[config.mk]
export PLATFORM = sky130hd
export DESIGN_NAME = holdover_and_lock_detect_ctrl
export DESIGN_NICKNAME = d
export VERILOG_FILES = /design/src/holdover_ctrl_pkg.sv /design/src/holdover_and_lock_detect_ctrl.sv
export VERILOG_INCLUDE_DIRS = /design/src
export SDC_FILE = /design/constraint.sdc
export NUM_CORES = 1
export LEC_CHECK = 0
export BUFFER_PORTS_ARGS = -buffer_cell sky130_fd_sc_hd__buf_2
export CAP_MARGIN = 25
export CORE_UTILIZATION = 55
export DETAILED_ROUTE_END_ITERATION = 8
export GPL_TIMING_DRIVEN = 0
export PLACE_DENSITY = 0.85
export SYNTH_ARGS = -nofsm -noshare
export SYNTH_HDL_FRONTEND = slang
export SYNTH_SLANG_ARGS = --single-unit
export TNS_END_PERCENT = 10
[constraint.sdc]
create_clock -name clk -period 9.6 [get_ports clk]
set_clock_uncertainty 0.2 [all_clocks]
set_input_delay 0.96 -clock clk [delete_from_list [all_inputs] [get_ports clk]]
set_output_delay 0.96 -clock clk [all_outputs]
set_load 0.1 [all_outputs]
[src/holdover_ctrl_defs.svh]
`ifndef HOLDOVER_CTRL_DEFS_SVH
`define HOLDOVER_CTRL_DEFS_SVH

// ---------------------------------------------------------------
// Register byte offsets.
// ---------------------------------------------------------------
`define OFS_CTRL 8'h00
`define OFS_MANDAC 8'h04
`define OFS_TRIP 8'h08
`define OFS_LOCK1 8'h0c
`define OFS_LOCK2 8'h10
`define OFS_DIV1 8'h14
`define OFS_DIV2R 8'h18
`define OFS_DIV2N 8'h1c
`define OFS_PINSEL 8'h20
`define OFS_STATUS 8'h24
`define OFS_DACCNT 8'h28

// ---------------------------------------------------------------
// Control register fields.
// ---------------------------------------------------------------
`define CTRL_MODE_LSB 0
`define CTRL_FORCE 2
`define CTRL_MANDAC_EN 3
`define CTRL_TRACK_EN 4
`define CTRL_RAIL_EN 5
`define CTRL_LOCKLOSS_OFF 6
`define CTRL_DOUBLER_EN 7
`define CTRL_DACDIV_LSB 16

// ---------------------------------------------------------------
// Field widths, limits and encodings.
// ---------------------------------------------------------------
`define DAC_W 10
`define ERR_W 8
`define CNT_W 14
`define DACDIV_W 10
`define DIV1_W 14
`define DIV2R_W 12
`define DIV2N_W 18
`define PRESC_W 4
`define PRESC_MIN 4'h2
`define PRESC_MAX 4'h8
`define MODE_DISABLED 2'h0
`define MODE_ENABLED 2'h2

// ---------------------------------------------------------------
// Reset values.
// ---------------------------------------------------------------
`define RST_CTRL 32'h0001_0000
`define RST_MANDAC 10'h200
`define RST_TRIP_HI 10'h3c0
`define RST_TRIP_LO 10'h040
`define RST_WINDOW 8'h10
`define RST_TARGET 14'h0400
`define RST_PRESC 4'h2
`define RST_DIV 14'h0001

`endif

[src/holdover_ctrl_pkg.sv]
package holdover_ctrl_pkg;

  typedef enum logic [3:0] {
    PIN_STATIC_LOW = 4'h0,
    PIN_STATIC_HIGH = 4'h1,
    PIN_LOCK1 = 4'h2,
    PIN_LOCK2 = 4'h3,
    PIN_LOCK_BOTH = 4'h4,
    PIN_HOLDOVER = 4'h5,
    PIN_DAC_RAIL = 4'h6,
    PIN_DAC_LOW = 4'h7,
    PIN_DAC_HIGH = 4'h8
  } pinSel_t;

  typedef enum logic {
    HO_IDLE,
    HO_ACTIVE
  } hoState_t;

endpackage

[src/holdover_and_lock_detect_ctrl.sv]
// Added by the designer: the register offsets and the APB slave port.
`timescale 1ns/1ps
`include "holdover_ctrl_defs.svh"
module holdover_and_lock_detect_ctrl
  import holdover_ctrl_pkg::*;
(
  input wire logic clk,
  input wire logic resetn,
  input wire logic psel,
  input wire logic penable,
  input wire logic pwrite,
  input wire logic [7:0] paddr,
  input wire logic [31:0] pwdata,
  output logic [31:0] prdata,
  output logic pready,
  output logic pslverr,
  input wire logic [1:0] compareToggle,
  input wire logic [`ERR_W-1:0] phaseErrorLoop1,
  input wire logic [`ERR_W-1:0] phaseErrorLoop2,
  input wire logic [`DAC_W-1:0] tuneLevel,
  output logic loop1TuneOutputEnable,
  output logic dacDriveEnable,
  output logic [`DAC_W-1:0] dacValue,
  output logic lockStatusPin,
  output logic holdoverStatusPin,
  output logic loop1LockDetect,
  output logic loop2LockDetect,
  output logic holdoverActive
);

  // ---------------------------------------------------------------
  // Registers.
  // ---------------------------------------------------------------
  logic [1:0] holdoverMode;
  logic forceHoldover;
  logic manualDacEnable;
  logic trackEnable;
  logic tuneRailDetectEnable;
  logic loop1LockLossDetectOff;
  logic loop2RefDoublerEnable;
  logic [`DACDIV_W-1:0] dacClkDiv;
  logic [`DAC_W-1:0] manualDacValue;
  logic [`DAC_W-1:0] dacUpperTrip;
  logic [`DAC_W-1:0] dacLowerTrip;
  logic [`ERR_W-1:0] phaseWindow [2];
  logic [`CNT_W-1:0] lockCountTarget [2];
  logic [`DIV1_W-1:0] loop1RefDiv;
  logic [`DIV1_W-1:0] loop1FbDiv;
  logic [`DIV2R_W-1:0] loop2RefDiv;
  logic [`PRESC_W-1:0] loop2Prescaler;
  logic [`DIV2N_W-1:0] loop2FbDiv;
  logic [3:0] lockPinSelect;
  logic [3:0] holdoverPinSelect;

  logic [`DAC_W-1:0] trackedDac;
  logic dacLow;
  logic dacHigh;
  hoState_t hoState;
  logic loop2HeldLock;
  logic [1:0] rawLock;
  logic [1:0] cmpEvent;
  logic [`ERR_W-1:0] errSync [2];
  logic [`DAC_W-1:0] tuneSync;

  // ---------------------------------------------------------------
  // Pin synchronisers.
  // ---------------------------------------------------------------
  logic [1:0] toggleMeta;
  logic [1:0] toggleSync;
  logic [1:0] toggleLast;
  logic [`ERR_W-1:0] errMeta [2];
  logic [`DAC_W-1:0] tuneMeta;

  always_ff @(posedge clk or negedge resetn) begin
    if (!resetn) begin
      toggleMeta <= 2'h0;
      toggleSync <= 2'h0;
      toggleLast <= 2'h0;
      errMeta[0] <= 8'h00;
      errMeta[1] <= 8'h00;
      errSync[0] <= 8'h00;
      errSync[1] <= 8'h00;
      tuneMeta <= 10'h000;
      tuneSync <= 10'h000;
    end else begin
      toggleMeta <= compareToggle;
      toggleSync <= toggleMeta;
      toggleLast <= toggleSync;
      errMeta[0] <= phaseErrorLoop1;
      errMeta[1] <= phaseErrorLoop2;
      errSync[0] <= errMeta[0];
      errSync[1] <= errMeta[1];
      tuneMeta <= tuneLevel;
      tuneSync <= tuneMeta;
    end
  end

  assign cmpEvent = toggleSync ^ toggleLast;

  // ---------------------------------------------------------------
  // Lock detectors, one per loop.
  // ---------------------------------------------------------------
  genvar g;
  generate
    for (g = 0; g < 2; g++) begin : gLock
      logic [`CNT_W-1:0] lockCount;
      always_ff @(posedge clk or negedge resetn) begin
        if (!resetn) begin
          lockCount <= 14'h0000;
          rawLock[g] <= 1'b0;
        end else if (cmpEvent[g]) begin
          if (errSync[g] < phaseWindow[g]) begin
            if (!rawLock[g]) begin
              if (lockCount + 14'h0001 >= lockCountTarget[g]) begin
                rawLock[g] <= 1'b1;
              end
              lockCount <= lockCount + 14'h0001;
            end
          end else begin
            lockCount <= 14'h0000;
            rawLock[g] <= 1'b0;
          end
        end
      end
    end
  endgenerate

  // ---------------------------------------------------------------
  // Tuning trip detection and tracked DAC.
  // ---------------------------------------------------------------
  logic [`DACDIV_W-1:0] dacDivCount;
  logic dacTick;

  always_ff @(posedge clk or negedge resetn) begin
    if (!resetn) begin
      dacLow <= 1'b0;
      dacHigh <= 1'b0;
    end else begin
      dacLow <= tuneSync < dacLowerTrip;
      dacHigh <= tuneSync > dacUpperTrip;
    end
  end

  always_ff @(posedge clk or negedge resetn) begin
    if (!resetn) begin
      dacDivCount <= 10'h000;
      dacTick <= 1'b0;
    end else begin
      dacTick <= 1'b0;
      if (cmpEvent[0]) begin
        if (dacDivCount + 10'h001 >= dacClkDiv) begin
          dacDivCount <= 10'h000;
          dacTick <= 1'b1;
        end else begin
          dacDivCount <= dacDivCount + 10'h001;
        end
      end
    end
  end

  always_ff @(posedge clk or negedge resetn) begin
    if (!resetn) begin
      trackedDac <= `RST_MANDAC;
    end else if (dacTick && trackEnable && hoState == HO_IDLE) begin
      if (tuneSync > trackedDac) begin
        trackedDac <= trackedDac + 10'h001;
      end else if (tuneSync < trackedDac) begin
        trackedDac <= trackedDac - 10'h001;
      end
    end
  end

  // ---------------------------------------------------------------
  // Holdover state.
  // ---------------------------------------------------------------
  logic rawLock1Last;
  logic modeEnabled;
  logic enterLockLoss;
  logic enterRail;

  assign modeEnabled = holdoverMode == `MODE_ENABLED;
  assign enterLockLoss = modeEnabled && !loop1LockLossDetectOff && rawLock1Last && !rawLock[0];
  assign enterRail = modeEnabled && tuneRailDetectEnable && trackEnable && (dacHigh || dacLow);

  always_ff @(posedge clk or negedge resetn) begin
    if (!resetn) begin
      rawLock1Last <= 1'b0;
    end else begin
      rawLock1Last <= rawLock[0];
    end
  end

  always_ff @(posedge clk or negedge resetn) begin
    if (!resetn) begin
      hoState <= HO_IDLE;
      loop2HeldLock <= 1'b0;
    end else begin
      case (hoState)
        HO_IDLE: begin
          if (forceHoldover || enterLockLoss || enterRail) begin
            hoState <= HO_ACTIVE;
            loop2HeldLock <= rawLock[1];
          end
        end
        HO_ACTIVE: begin
          if (forceHoldover) begin
            hoState <= HO_ACTIVE;
          end else if (!modeEnabled) begin
            hoState <= HO_IDLE;
          end else if (rawLock[0] && !enterRail) begin
            hoState <= HO_IDLE;
          end
        end
        default: hoState <= HO_IDLE;
      endcase
    end
  end

  // ---------------------------------------------------------------
  // Status pin selection.
  // ---------------------------------------------------------------
  function automatic logic pinLevel(input logic [3:0] sel, input logic l1, input logic l2,
                                    input logic ho, input logic lo, input logic hi);
    case (sel)
      PIN_STATIC_LOW: pinLevel = 1'b0;
      PIN_STATIC_HIGH: pinLevel = 1'b1;
      PIN_LOCK1: pinLevel = l1;
      PIN_LOCK2: pinLevel = l2;
      PIN_LOCK_BOTH: pinLevel = l1 && l2;
      PIN_HOLDOVER: pinLevel = ho;
      PIN_DAC_RAIL: pinLevel = lo || hi;
      PIN_DAC_LOW: pinLevel = lo;
      PIN_DAC_HIGH: pinLevel = hi;
      default: pinLevel = 1'b0;
    endcase
  endfunction

  logic next_lock1;
  logic next_lock2;
  logic next_holdover;

  assign next_holdover = hoState == HO_ACTIVE;
  assign next_lock1 = rawLock[0] && !next_holdover;
  assign next_lock2 = next_holdover ? (loop2HeldLock || rawLock[1]) : rawLock[1];

  always_ff @(posedge clk or negedge resetn) begin
    if (!resetn) begin
      loop1TuneOutputEnable <= 1'b1;
      dacDriveEnable <= 1'b0;
      dacValue <= `RST_MANDAC;
      lockStatusPin <= 1'b0;
      holdoverStatusPin <= 1'b0;
      loop1LockDetect <= 1'b0;
      loop2LockDetect <= 1'b0;
      holdoverActive <= 1'b0;
    end else begin
      loop1TuneOutputEnable <= !next_holdover;
      dacDriveEnable <= next_holdover;
      dacValue <= manualDacEnable ? manualDacValue : trackedDac;
      loop1LockDetect <= next_lock1;
      loop2LockDetect <= next_lock2;
      holdoverActive <= next_holdover;
      lockStatusPin <= pinLevel(lockPinSelect, next_lock1, next_lock2, next_holdover,
                                dacLow, dacHigh);
      holdoverStatusPin <= pinLevel(holdoverPinSelect, next_lock1, next_lock2, next_holdover,
                                    dacLow, dacHigh);
    end
  end

  // ---------------------------------------------------------------
  // APB slave: no wait state, answer in the first access cycle.
  // ---------------------------------------------------------------
  logic setupPhase;
  logic writeDone;
  logic mapped;
  logic [31:0] readWord;

  assign setupPhase = psel && !penable;
  assign writeDone = psel && penable && pready && pwrite && !pslverr;

  always_comb begin
    mapped = 1'b1;
    readWord = 32'h0000_0000;
    case (paddr)
      `OFS_CTRL: readWord = {6'h00, dacClkDiv, 8'h00, loop2RefDoublerEnable,
                             loop1LockLossDetectOff, tuneRailDetectEnable, trackEnable,
                             manualDacEnable, forceHoldover, holdoverMode};
      `OFS_MANDAC: readWord = {22'h000000, manualDacValue};
      `OFS_TRIP: readWord = {6'h00, dacUpperTrip, 6'h00, dacLowerTrip};
      `OFS_LOCK1: readWord = {10'h000, lockCountTarget[0], phaseWindow[0]};
      `OFS_LOCK2: readWord = {10'h000, lockCountTarget[1], phaseWindow[1]};
      `OFS_DIV1: readWord = {2'h0, loop1FbDiv, 2'h0, loop1RefDiv};
      `OFS_DIV2R: readWord = {12'h000, loop2Prescaler, 4'h0, loop2RefDiv};
      `OFS_DIV2N: readWord = {14'h0000, loop2FbDiv};
      `OFS_PINSEL: readWord = {24'h000000, holdoverPinSelect, lockPinSelect};
      `OFS_STATUS: readWord = {26'h0000000, dacHigh, dacLow, rawLock, loop2LockDetect,
                               holdoverActive};
      `OFS_DACCNT: readWord = {22'h000000, trackEnable ? trackedDac : 10'h000};
      default: mapped = 1'b0;
    endcase
  end

  always_ff @(posedge clk or negedge resetn) begin
    if (!resetn) begin
      pready <= 1'b0;
      pslverr <= 1'b0;
      prdata <= 32'h0000_0000;
    end else begin
      pready <= setupPhase;
      pslverr <= setupPhase && !mapped;
      prdata <= (setupPhase && !pwrite) ? readWord : 32'h0000_0000;
    end
  end

  always_ff @(posedge clk or negedge resetn) begin
    if (!resetn) begin
      holdoverMode <= 2'(`RST_CTRL);
      forceHoldover <= 1'b0;
      manualDacEnable <= 1'b0;
      trackEnable <= 1'b0;
      tuneRailDetectEnable <= 1'b0;
      loop1LockLossDetectOff <= 1'b0;
      loop2RefDoublerEnable <= 1'b0;
      dacClkDiv <= 10'(`RST_CTRL >> `CTRL_DACDIV_LSB);
      manualDacValue <= `RST_MANDAC;
      dacUpperTrip <= `RST_TRIP_HI;
      dacLowerTrip <= `RST_TRIP_LO;
      phaseWindow[0] <= `RST_WINDOW;
      phaseWindow[1] <= `RST_WINDOW;
      lockCountTarget[0] <= `RST_TARGET;
      lockCountTarget[1] <= `RST_TARGET;
      loop1RefDiv <= `RST_DIV;
      loop1FbDiv <= `RST_DIV;
      loop2RefDiv <= 12'h001;
      loop2Prescaler <= `RST_PRESC;
      loop2FbDiv <= 18'h00001;
      lockPinSelect <= PIN_LOCK1;
      holdoverPinSelect <= PIN_HOLDOVER;
    end else if (writeDone) begin
      case (paddr)
        `OFS_CTRL: begin
          holdoverMode <= pwdata[`CTRL_MODE_LSB +: 2];
          forceHoldover <= pwdata[`CTRL_FORCE];
          manualDacEnable <= pwdata[`CTRL_MANDAC_EN];
          trackEnable <= pwdata[`CTRL_TRACK_EN];
          tuneRailDetectEnable <= pwdata[`CTRL_RAIL_EN];
          loop1LockLossDetectOff <= pwdata[`CTRL_LOCKLOSS_OFF];
          loop2RefDoublerEnable <= pwdata[`CTRL_DOUBLER_EN];
          dacClkDiv <= pwdata[`CTRL_DACDIV_LSB +: `DACDIV_W];
        end
        `OFS_MANDAC: manualDacValue <= pwdata[`DAC_W-1:0];
        `OFS_TRIP: begin
          dacLowerTrip <= pwdata[`DAC_W-1:0];
          dacUpperTrip <= pwdata[16 +: `DAC_W];
        end
        `OFS_LOCK1: begin
          phaseWindow[0] <= pwdata[`ERR_W-1:0];
          lockCountTarget[0] <= pwdata[8 +: `CNT_W];
        end
        `OFS_LOCK2: begin
          phaseWindow[1] <= pwdata[`ERR_W-1:0];
          lockCountTarget[1] <= pwdata[8 +: `CNT_W];
        end
        `OFS_DIV1: begin
          loop1RefDiv <= pwdata[`DIV1_W-1:0];
          loop1FbDiv <= pwdata[16 +: `DIV1_W];
        end
        `OFS_DIV2R: begin
          loop2RefDiv <= pwdata[`DIV2R_W-1:0];
          if (pwdata[16 +: `PRESC_W] >= `PRESC_MIN && pwdata[16 +: `PRESC_W] <= `PRESC_MAX) begin
            loop2Prescaler <= pwdata[16 +: `PRESC_W];
          end
        end
        `OFS_DIV2N: loop2FbDiv <= pwdata[`DIV2N_W-1:0];
        `OFS_PINSEL: begin
          lockPinSelect <= pwdata[3:0];
          holdoverPinSelect <= pwdata[7:4];
        end
        default: holdoverMode <= holdoverMode;
      endcase
    end
  end

endmodule

==> results.json <==
{
  "die_w_um": 172,
  "nFillCells": 2063,
  "tightestPinTransition_ps": 958,
  "synthMuxAreaShare_pct": 12.9,
  "status": "finished, final reports clean",
  "reg2reg_slack_ps": 5380,
  "clock.fmax_mhz": 237,
  "drt-vias-per-instance": 6.18,
  "critPathLaunchType": "register",
  "wl_per_cell_um": 21.9,
  "grt_pass1_wl_um": 65900,
  "design_area_um2": 18300,
  "cts-buffers-inserted": 35,
  "postCtsSetupBuffers": 0,
  "drt_iter0_markers": 1135,
  "cts-htree-levels": 2,
  "die-area_um2": 29700,
  "synth-async-reset-ratio_pct": 100,
  "portBuffers": 117,
  "die_height_um": 172,
  "dr.pass1.iters": 6,
  "avgSynthCellArea_um2": 11.5,
  "final_core_util_pct": 65.1,
  "crit_path_end": "trackedDac[9]$_DFFE_PN1P_",
  "synth_xor_area_share_pct": 2.41,
  "vias": 12000,
  "synth-adder-area-share_pct": 7.34,
  "grt_setup_unrepaired": "no",
  "hp-class": "reg -> reg",
  "dp.cells": 1882,
  "p_leak_nw": 8.90,
  "cts_resized": 0,
  "fin_tns_setup_ps": 0,
  "yosys.area_share.simple_pct": 9.59,
  "end_kind": "register",
  "worstPathArrival_ps": 4470,
  "path_class": "reg -> reg",
  "place_congestion": 0.927,
  "peakVddDrop_uv": 213,
  "ys.warnings.count": 0,
  "final_cell_mix": "302 x dfrtp_1, 133 x buf_2, 130 x mux2_2",
  "cts_hold_buffers": 0,
  "initial_utilization_pct": 56.7,
  "path_clk_slew_ps": 60,
  "drive_above_1_share_pct": 25.8,
  "grt_pass1_vias": 12100,
  "finalWorstPathRequiredPeriod_ps": 4220,
  "grt_max_degree": 128,
  "synth_top_family_by_area": "multiplexers",
  "ff2ff_path_depth": 15,
  "setup.worst_path.start": "trackedDac[5]$_DFFE_PN0P_",
  "rows": 61,
  "antenna_found_initial": 3,
  "synth-compound-area-share_pct": 12.4,
  "r2r_end": "trackedDac[9]$_DFFE_PN1P_",
  "place_ws_ps": 5470,
  "grt_usage_pct": 29.7,
  "ant_nets": 0,
  "synth_enable_flop_cells": 0,
  "r2r-start": "trackedDac[5]$_DFFE_PN0P_",
  "fin_ws_ps": 5380,
  "syn-instance-count": 1384,
  "overflow": 0,
  "ioPinCount": 124,
  "finalSetupViolCount": 0,
  "p_per_area_nw_per_um2": 177,
  "maxSlewHeadroom_pct": 35.7,
  "ys_seq_elements": 324,
  "wl_um": 42800,
  "cts.sinks": 324,
  "synth.cell_area_um2": 16000,
  "area_growth_syn_to_layout_pct": 15.0,
  "clock_path_buffers": 3,
  "finalHoldViolCount": 0,
  "dpl-instance-area_um2": 17100,
  "synth_ff_type": "dfrtp_1",
  "insertion_delay_ps": 530,
  "dpl.hpwl_um": 30400,
  "layout_commonest_cell": "dfrtp_1",
  "fin_crit_sh_pct": 44.0,
  "tritoncts": "done",
  "drv_cap": 0,
  "yosysSeqAreaShare_pct": 51.0,
  "critPathMaxFanout": 8,
  "route.detailed.drc": 0,
  "core_um2": 28200,
  "fin_nets": 1707,
  "synth_cell_type_count": 76,
  "drv_slew": 0,
  "cts-root-buf": "clkbuf_16",
  "instances_no_fill": 1948,
  "required_ps": 9850
}
[synthesized netlist by cell type (25+ instances only)]
| master | number | share of area (%) |
|---|---|---|
| a21o_1 | 29 | 1.4 |
| a21oi_1 | 65 | 2.0 |
| a22oi_1 | 31 | 1.5 |
| dfrtp_1 | 302 | 47 |
| ha_1 | 92 | 7.2 |
| inv_1 | 94 | 2.2 |
| mux2_2 | 130 | 9.2 |
| nand2_1 | 79 | 1.9 |
| nand3_1 | 25 | 0.78 |
| nor2_1 | 74 | 1.7 |
| o21ai_0 | 61 | 1.9 |
| xnor2_1 | 30 | 1.6 |
[state kept, by name, summed over array words and instances (netlist names), 10 cells and up]
signal,cells
dacClkDiv,10
dacDivCount,10
dacLowerTrip,10
dacUpperTrip,10
dacValue,10
errMeta,16
errSync,16
gLock.lockCount,28
lockCountTarget,28
loop1FbDiv,14
loop1RefDiv,14
loop2FbDiv,18
loop2RefDiv,12
manualDacValue,10
phaseWindow,16
prdata,30
trackedDac,10
tuneMeta,10
tuneSync,10
[how the worst min path moves through the flow]
stage / end / startpoint / slack, ps / cells past startpoint
floorplan: errSync[0]$_DFF_PN0_ / errMeta[0]$_DFF_PN0_ / 130 / 0
global placement: errSync[10]$_DFF_PN0_ / errMeta[10]$_DFF_PN0_ / 130 / 0
detailed placement: errSync[15]$_DFF_PN0_ / errMeta[15]$_DFF_PN0_ / 130 / 0
CTS: errSync[13]$_DFF_PN0_ / errMeta[13]$_DFF_PN0_ / 150 / 0
global route: tuneSync[7]$_DFF_PN0_ / tuneMeta[7]$_DFF_PN0_ / 150 / 0
finish: errSync[13]$_DFF_PN0_ / errMeta[13]$_DFF_PN0_ / 140 / 0
[metrics by stage]
step	hold slack, ps	power, mW
floorplan	131	1.66
global placement	131	1.77
detailed placement	135	1.79
CTS	146	3.24
global route	149	3.34
finish	140	3.24
[cells by family (layout without fill, tap and decap cells)]
logic type,after synthesis,count (layout)
compound gates,297,297
xor+xnor,44,44
fa+ha+maj,93,93
buf+inv,151,333
flops,324,324
mux,179,179
other cells,1,5
simple gates,295,295
[routing by layer]
layer / part of all wire [%] / track usage [%] / routed length, um / vias up
met3: 8.5 / 5.52 / 3650 / 167
met4: 5.3 / 15.9 / 2270 / 0
li1: - / - / - / 5288
met5: 0 / 0 / 0 / -
met1: 40 / 38.4 / 17000 / 5951
met2: 46 / 47.4 / 19800 / 628
[area by class of cell]
class / count / area (um2) / share of cell area, %
clock inverter: 15 / 235 / 1.28
buffer: 57 / 353 / 1.92
timing repair buffer: 119 / 651 / 3.55
inverter: 94 / 353 / 1.92
clock buffer: 48 / 1020 / 5.54
antenna: 3 / 7.51 / 0.0409
sequential: 324 / 8140 / 44.3
multi-input combinational: 910 / 7120 / 38.8
tap: 378 / 473 / 2.58
[power by group]
group | internal [mW] | switching, mW
clock | 0.905 | 0.558
combinational | 0.109 | 0.222
sequential | 1.41 | 0.0383
[critical path, stage by stage, from the launching register on]
cell and delay, ps:
dfrtp_1 420, inv_1 100, ha_1 340, a21oi_1 160
o21ai_0 150, a2111oi_2 480, nor2_1 180, inv_1 260
ha_1 300, a211oi_1 280, o21bai_1 170, o41ai_1 450
o21ai_0 230, mux2i_1 160, nor2_1 140, xnor2_1 130
Power figures use the tool's default switching activity.
